**config.mk**
```make
export PLATFORM = sky130hd
export DESIGN_NAME = bcrs_sequencer
export DESIGN_NICKNAME = d
export VERILOG_FILES = /design/src/core/bcrs_pkg.sv /design/src/core/bcrs_clk_slot.sv /design/src/core/bcrs_sequencer.sv
export SDC_FILE = /design/constraint.sdc
export NUM_CORES = 1
export LEC_CHECK = 0
export ABC_CLOCK_PERIOD_IN_PS = 2600
export BUFFER_PORTS_ARGS = -buffer_cell sky130_fd_sc_hd__buf_2
export CAP_MARGIN = 20
export CORE_MARGIN = 8
export CORE_UTILIZATION = 50
export CTS_CLUSTER_SIZE = 10
export DETAILED_ROUTE_END_ITERATION = 8
export PLACE_DENSITY = 0.77
export SLEW_MARGIN = 15
export SYNTH_ARGS = -nofsm -noshare
export SYNTH_HDL_FRONTEND = slang
export SYNTH_SLANG_ARGS = --single-unit
```
**constraint.sdc**
```tcl
create_clock -name clock_i -period 2.6 [get_ports clock_i]
set_input_delay 0.26 -clock clock_i [delete_from_list [all_inputs] [get_ports clock_i]]
set_output_delay 0.26 -clock clock_i [all_outputs]
set_load 0.02 [all_outputs]
```
**src/core/bcrs_pkg.sv**
```systemverilog
// Constants shared by the boot clock and reset sequencer.
// Assumes a single 250 MHz clock taken from the primary clock input.
package bcrs_pkg;
  localparam int          CLK_PERIOD_PS      = 4000;
  // Crystal settling time in microseconds.
  localparam int          XTAL_SETTLE_US     = 1000;
  localparam int          XTAL_SETTLE_CYCLES = (XTAL_SETTLE_US * 1000000) / CLK_PERIOD_PS;
  localparam logic [31:0] RESET_VECTOR       = 32'ha000_0000;
  localparam int          ADDR_W             = 32;
  // Address bits from this position up select the segment.
  localparam int          SEG_LSB            = 29;
  localparam logic [2:0]  PHYS_SEG_ZERO      = 3'h0;
  localparam logic [2:0]  SEG_FIXED_UNCACHED = 3'h5;
  localparam logic [28:0] SEG_OFFSET_MASK    = 29'h1fff_ffff;
  localparam logic [31:0] BOOT_CS_BASE       = 32'h0000_0000;
  localparam logic [31:0] BOOT_CS_LIMIT      = 32'h0400_0000;
  localparam int          NUM_PLLS           = 2;
  localparam int          NUM_MODULES        = 8;
  localparam int          DIV_W              = 4;
  localparam logic [3:0]  DIV_NONE           = 4'h0;
  localparam int          CNT_W              = 32;
  typedef enum logic [1:0] {BCRS_ST_POR, BCRS_ST_SETTLE, BCRS_ST_RUN} bcrs_state_t;
endpackage

```
**src/core/bcrs_clk_slot.sv**
```systemverilog
// One module clock slot: gate and divider enable pulse.
// Assumes control inputs are synchronous to clock_i.
`timescale 1ns/1ps
module bcrs_clk_slot
  import bcrs_pkg::*;
(
  // Clock and reset
  input  wire logic             clock_i,
  input  wire logic             reset_i,
  // Control
  input  wire logic             gate_off_i,
  input  wire logic [DIV_W-1:0] div_i,
  // Output
  output logic                  clk_en_o
);
  logic [DIV_W-1:0] count;

  always_ff @(posedge clock_i) begin
    if (reset_i || count >= div_i) begin
      count <= DIV_NONE;
    end else begin
      count <= count + 1'b1;
    end
  end

  // With no division every edge is enabled; gating removes the enable.
  always_ff @(posedge clock_i) begin
    if (reset_i) begin
      clk_en_o <= 1'b1;
    end else begin
      clk_en_o <= !gate_off_i && (count == DIV_NONE || div_i == DIV_NONE);
    end
  end
endmodule // bcrs_clk_slot

```
**src/core/bcrs_sequencer.sv**
```systemverilog
// Boot clock and reset sequencer: clock source, crystal settling, boot fetch decode.
// Assumes clock_i is the primary clock input and reset_i is the supply-ramp reset.
`timescale 1ns/1ps
// Functional notes
// - After supply reset, system clock comes only from the primary clock input.
// - Sample the oscillator select strap to know crystal or external clock.
// - With crystal selected, hold internal reset until the oscillator settles.
// - With external clock selected, release reset with no settling delay.
// - PLLs start disabled and are unused until software enables them.
// - All module clocks run at start-up; none gated by default.
// - No divider active at start-up; all clocks equal input frequency.
// - First fetch after reset is at virtual address 0xA000_0000.
// - Fixed uncached segment bypasses translation and cache, maps to physical zero.
// - Physical zero decodes to the boot chip select of the external bus.
// - Software may later enable PLLs, divide and gate peripheral clocks.
module bcrs_sequencer
  import bcrs_pkg::*;
#(
  parameter int SETTLE_CYCLES = XTAL_SETTLE_CYCLES
)(
  // Clock and reset
  input  wire logic                         clock_i,
  input  wire logic                         reset_i,
  // Board strap: high selects an external clock, low a crystal
  input  wire logic                         oscillator_select_strap_i,
  // Software clock control after boot
  input  wire logic [NUM_PLLS-1:0]          pll_enable_i,
  input  wire logic [NUM_MODULES-1:0]       clk_gate_off_i,
  input  wire logic [NUM_MODULES*DIV_W-1:0] clk_div_i,
  // Fetch address from the processor
  input  wire logic                         fetch_valid_i,
  input  wire logic [31:0]                  fetch_vaddr_i,
  // Clock tree and reset outputs
  output logic                              sys_reset_o,
  output logic                              clk_from_pll_o,
  output logic [NUM_PLLS-1:0]               pll_enabled_o,
  output logic [NUM_MODULES-1:0]            module_clk_en_o,
  // Boot fetch outputs
  output logic [31:0]                       boot_pc_o,
  output logic [31:0]                       fetch_paddr_o,
  output logic                              fetch_uncached_o,
  output logic                              boot_chip_select_o
);
  bcrs_state_t                     state;
  logic        [CNT_W-1:0]         settle_count;
  logic                            settle_done;
  logic                            sw_ctrl_live;
  logic                            slot_reset;
  logic        [NUM_MODULES-1:0]   slot_gate_off;
  logic                            fetch_take;
  logic                            seg_hit;
  logic        [ADDR_W-1:0]        next_paddr;
  logic                            next_uncached;
  logic                            next_boot_select;

  ////////////////////////////////////////////////////////////////////////////
  // Strap sampling and reset sequence.

  // The strap is read once, in the first cycle after supply reset ends.
  always_ff @(posedge clock_i) begin
    if (reset_i) begin
      state <= BCRS_ST_POR;
    end else begin
      unique case (state)
        BCRS_ST_POR: begin
          if (oscillator_select_strap_i) begin
            state <= BCRS_ST_RUN;
          end else begin
            state <= BCRS_ST_SETTLE;
          end
        end
        BCRS_ST_SETTLE: begin
          if (settle_done) begin
            state <= BCRS_ST_RUN;
          end
        end
        BCRS_ST_RUN: begin
          state <= BCRS_ST_RUN;
        end
        // The unused code falls back to the start of the sequence.
        default: begin
          state <= BCRS_ST_POR;
        end
      endcase
    end
  end

  // Counts edges of the primary oscillator while settling.
  always_ff @(posedge clock_i) begin
    if (reset_i || state != BCRS_ST_SETTLE) begin
      settle_count <= '0;
    end else begin
      settle_count <= settle_count + 1'b1;
    end
  end

  // Terminal count: the last settling cycle before reset may drop.
  always_comb begin
    settle_done = (settle_count >= CNT_W'(SETTLE_CYCLES - 1));
  end

  // Internal reset follows the sequencer one cycle late, so it drops cleanly.
  always_ff @(posedge clock_i) begin
    if (reset_i) begin
      sys_reset_o <= 1'b1;
    end else begin
      sys_reset_o <= (state != BCRS_ST_RUN);
    end
  end

  ////////////////////////////////////////////////////////////////////////////
  // Clock tree control.

  // Software clock controls are ignored while internal reset is held.
  always_comb begin
    sw_ctrl_live = !sys_reset_o;
  end

  // PLLs stay off while reset is held; software enables them afterwards.
  always_ff @(posedge clock_i) begin
    if (reset_i || !sw_ctrl_live) begin
      pll_enabled_o <= '0;
    end else begin
      pll_enabled_o <= pll_enable_i;
    end
  end

  // Primary input is the only source until a PLL is running.
  always_ff @(posedge clock_i) begin
    if (reset_i || !sw_ctrl_live) begin
      clk_from_pll_o <= 1'b0;
    end else begin
      clk_from_pll_o <= |pll_enabled_o;
    end
  end

  // Every slot runs ungated and undivided until software takes over.
  always_comb begin
    slot_reset    = reset_i || sys_reset_o;
    slot_gate_off = clk_gate_off_i & {NUM_MODULES{sw_ctrl_live}};
  end

  for (genvar m = 0; m < NUM_MODULES; m++) begin : g_slot
    logic [DIV_W-1:0] slot_div;

    always_comb begin
      if (sw_ctrl_live) begin
        slot_div = clk_div_i[m*DIV_W +: DIV_W];
      end else begin
        slot_div = DIV_NONE;
      end
    end

    bcrs_clk_slot u_slot (
      .clock_i    (clock_i),
      .reset_i    (slot_reset),
      .gate_off_i (slot_gate_off[m]),
      .div_i      (slot_div),
      .clk_en_o   (module_clk_en_o[m])
    );
  end

  ////////////////////////////////////////////////////////////////////////////
  // Boot fetch address decode.

  always_ff @(posedge clock_i) begin
    if (reset_i) begin
      boot_pc_o <= RESET_VECTOR;
    end else begin
      boot_pc_o <= RESET_VECTOR;
    end
  end

  // Fetches are refused without indication while internal reset is held.
  always_comb begin
    fetch_take = fetch_valid_i && sw_ctrl_live;
    seg_hit    = (fetch_vaddr_i[ADDR_W-1:SEG_LSB] == SEG_FIXED_UNCACHED);
  end

  // The fixed segment drops its selector bits and bypasses the caches.
  always_comb begin
    if (seg_hit) begin
      next_paddr    = {PHYS_SEG_ZERO, fetch_vaddr_i[SEG_LSB-1:0] & SEG_OFFSET_MASK};
      next_uncached = 1'b1;
    end else begin
      next_paddr    = fetch_vaddr_i;
      next_uncached = 1'b0;
    end
  end

  // The boot chip select covers the bottom window of physical space.
  always_comb begin
    next_boot_select = (next_paddr < BOOT_CS_LIMIT);
  end

  // Decode results stand until the next accepted fetch.
  always_ff @(posedge clock_i) begin
    if (reset_i) begin
      fetch_paddr_o <= BOOT_CS_BASE;
    end else if (fetch_take) begin
      fetch_paddr_o <= next_paddr;
    end
  end

  always_ff @(posedge clock_i) begin
    if (reset_i) begin
      fetch_uncached_o <= 1'b1;
    end else if (fetch_take) begin
      fetch_uncached_o <= next_uncached;
    end
  end

  // One pulse per accepted fetch that lands in the boot window.
  always_ff @(posedge clock_i) begin
    if (reset_i) begin
      boot_chip_select_o <= 1'b0;
    end else begin
      boot_chip_select_o <= fetch_take && next_boot_select;
    end
  end
endmodule // bcrs_sequencer

```
==> results.sh <==
export IMPL_outcome="finished, final reports clean"
export IMPL_maxCapViolCount=0
export IMPL_grt_antenna_before_repair=0
export IMPL_cts_resized=0
export IMPL_finalCritPeriodShare_pct=84.5
export IMPL_report_final_setup_viol=0
export IMPL_core_area_mm2=0.0113
export IMPL_drt_first_pass_iters=4
export IMPL_post_route_cells_drive_above_1_share_pct=19.3
export IMPL_dp_cells=909
export IMPL_drc=0
export IMPL_largest_vdd_supply_drop_uv=401
export IMPL_cts_root_to_sink_buffers=2
export IMPL_grt_pass1_wl_um=21500
export IMPL_cp_required_ns=2.88
export IMPL_io_pin_count=156
export IMPL_power_mw=3.77
export IMPL_placement_stage_cell_area_mm2=0.00633
export IMPL_initial_utilization_pct=51.0
export IMPL_num_vias=4900
export IMPL_die_height_um=123
export IMPL_synth_top_area_cell="dfxtp_1"
export IMPL_cts_root_buffer="clkbuf_16"
export IMPL_cts_hold_buffers_added=0
export IMPL_crit_path_capture_type="flip-flop"
export IMPL_die_area_mm2=0.0152
export IMPL_rsz0062_at_grt="false"
export IMPL_synth_seq_cells=112
export IMPL_postSynthCellCount=673
export IMPL_leak_pwr_nw=2.60
export IMPL_min_path_type="in2reg"
export IMPL_detail_route_vias_per_cell=5.30
export IMPL_routedWlPerCell_um=14.4
export IMPL_synth_area_mm2=0.00577
export IMPL_clkSlewWorstSetupHoldPaths_ns=0.07
export IMPL_cpMostUsedCell="or4_1"
export IMPL_synthToLayoutAreaGrowth_pct=15.0
export IMPL_htree_levels=3
export IMPL_yosys_cell_types_count=40
export IMPL_track_usage_pct=17.1
export IMPL_ordered_cell_list_for_the_critical_path="ha_1 > nand2_1 > or4_1 > or4_1 > a21oi_1"
export IMPL_die_w_um=123
export IMPL_tritoncts_num_buffers=9
export IMPL_worst_r2r_path_depth=5
export IMPL_gp_congestion=0.845
export IMPL_worst_skew_pair_late_latency_ns=0.35
export IMPL_critPathKind="reg2reg"
export IMPL_max_freq_mhz=455
export IMPL_worst_path_largest_cell_delay_ns=0.75
export IMPL_post_synth_main_area_contributors="dfxtp_1, ha_1, nand2_1"
export IMPL_slew_limit_headroom_pct=43.3
export IMPL_finalWorstPathRequiredPeriod_ns=2.20
export IMPL_finalNonFillerCells=925
export IMPL_finish_instance_area_mm2=0.00664
export IMPL_crit_path_dat_ns=2.48
export IMPL_grt_pass1_vias=4912
export IMPL_power_density_mw_per_mm2=569
export IMPL_clock_skew_ns=0.00717
export IMPL_antenna_cells=0
export IMPL_synth_largest_type_area_fraction_pct=38.8
export IMPL_drtAntennaViolNets=0
export IMPL_cp_start_kind="flip-flop"
export IMPL_detailedPlacementHpwl_um=10100
export IMPL_slew_violations=0
export IMPL_fillers=1002
export IMPL_area_of_the_multi_input_gates_mm2=0.00312
export IMPL_critical_path_slowest_cell="or4_1"
export IMPL_count_of_buffers_inserted_at_the_top_level_ports=123
export IMPL_regArea_mm2=0.00224
export IMPL_worst_slew_pin_slew_ns=0.842
export IMPL_setup_total_negative_slack_ns=0
export IMPL_tritoncts="built"
export IMPL_worst_hold_path_num_cells=2
export IMPL_yosys_warnings=0
export IMPL_drt_iter0_drc=240
export IMPL_grt_max_degree=43
export IMPL_sequential_cell_area_fraction_in_the_yosys_report_pct=38.8
export IMPL_grt_ovfl_total=0
export IMPL_rows=39
export IMPL_final_hold_violating_endpoints=0
export IMPL_cts_sink_count=112
export IMPL_cts_repair_timing_setup_buffer_count=0
export IMPL_syn_area_cell_um2=8.58
export IMPL_nets=908
export IMPL_crit_path_max_fanout=14
export IMPL_finalWirelength_um=13300
-- worst paths after layout --
path                                   startpoint  slack, ns                        end
worst max register to register    settle_count[0]       0.40           settle_count[20]
worst max-delay path              settle_count[0]       0.40           settle_count[20]
worst min-delay path            clk_gate_off_i[1]       0.09  g_slot[1].u_slot.clk_en_o
worst min register to register  fetch_paddr_o[31]       0.45          fetch_paddr_o[31]
-- sequential cells by signal, summed over array words and instances, names as in the netlist --
| name | flops |
|---|---|
| clk_from_pll_o | 1 |
| fetch_uncached_o | 1 |
| g_slot.u_slot.count | 32 |
| fetch_paddr_o | 32 |
| sys_reset_o | 1 |
| settle_count | 32 |
| boot_chip_select_o | 1 |
| pll_enabled_o | 2 |
| state | 2 |
| g_slot.u_slot.clk_en_o | 8 |
-- critical path: cells and delay by family, from the launching register on --
family                     cells  cell delay, ns
DFF                            1            0.37
and+or+nand+nor                3            1.38
AOI/OAI and AO/OA              1            0.15
adders and majority gates      1            0.23
-- cell usage after synthesis --
library cell and number:
a211oi_1 32, a21o_1 16, a21oi_1 56, a221oi_1 1, a31oi_1 3, a41o_1 3
and2_1 4, and3_1 4, and4_1 4, buf_1 5, buf_2 2, buf_4 40
clkbuf_1 21, conb_1 2, dfxtp_1 112, ha_1 53, inv_1 31, mux2_2 1
mux2i_1 3, nand2_1 102, nand2b_1 15, nand3_1 20, nand3_2 1, nand4_1 5
nor2_1 23, nor2b_1 10, nor3_1 5, nor3b_1 1, nor4_1 8, o211ai_1 1
o21a_1 3, o21ai_0 16, o311ai_0 1, o31ai_1 8, o41ai_1 9, or3_1 16
or3b_2 1, or4_1 9, xnor2_1 15, xor2_1 11
-- where the power goes --
part	internal, mW	switching [mW]	total, mW
Combinational	0.207	0.366	0.572
Sequential	1.76	0.0273	1.79
Clock	0.756	0.655	1.41
-- area by class of cell --
type | count | area share, %
multi-input combinational | 492 | 47.0
sequential | 112 | 33.8
timing repair buffer | 131 | 10.2
clock buffer | 9 | 3.39
tap | 143 | 2.70
inverter | 31 | 1.75
clock inverter | 7 | 1.15
-- layer usage --
metal  track usage, %  vias to the layer above  part of all wire, %
met4             7.00                        0                  1.6
met3             4.02                       16                  6.0
met1             18.5                     2281                   41
met5                0                        -                    0
met2             31.3                      106                   51
li1                 -                     2497                    -
-- placed cells by master, fill, tap and decap left out, drive strengths merged, types with 4 or more instances in the layout --
master,netlist,final
buf,47,131
nand4,5,5
nand3,21,21
nor3,5,5
conb,2,32
o41ai,9,9
nor4,8,8
or4,9,9
o31ai,8,8
inv,31,34
nand2b,15,15
xnor2,15,15
a21o,16,16
and4,4,4
or3,16,16
nor2,23,23
a211oi,32,32
xor2,11,11
ha,53,53
nand2,102,102
and2,4,4
o21ai,16,16
nor2b,10,10
and3,4,4
a21oi,56,56
dfxtp,112,112
clkbuf,21,9
-- cell families (layout without fill, tap and decap cells) --
| kind of cell | after synthesis | in the layout | synth area share [%] |
|---|---|---|---|
| DFF | 112 | 112 | 38.8 |
| muxes | 4 | 4 | 0.715 |
| adders and majority gates | 53 | 53 | 11.5 |
| xor gates and xnor gates | 26 | 26 | 3.94 |
| AOI/OAI and AO/OA | 149 | 149 | 16.6 |
| and+or+nand+nor | 228 | 228 | 19.2 |
| buffers and inverters | 99 | 178 | 9.08 |
| other | 2 | 32 | 0.130 |
-- stage by stage --
| step | setup slack, ns | util (%) | hold slack (ns) |
|---|---|---|---|
| final | 0.402 | 58.6 | 0.0912 |
| after global routing | 0.304 | 58.6 | 0.0955 |
| after CTS | 0.393 | 58.6 | 0.0817 |
| after detailed placement | 0.413 | 56.0 | 0.444 |
| after global placement | 0.518 | 56.0 | 0.433 |
| after floorplan | 0.388 | - | 0.372 |
Power figures use the tool's default switching activity.
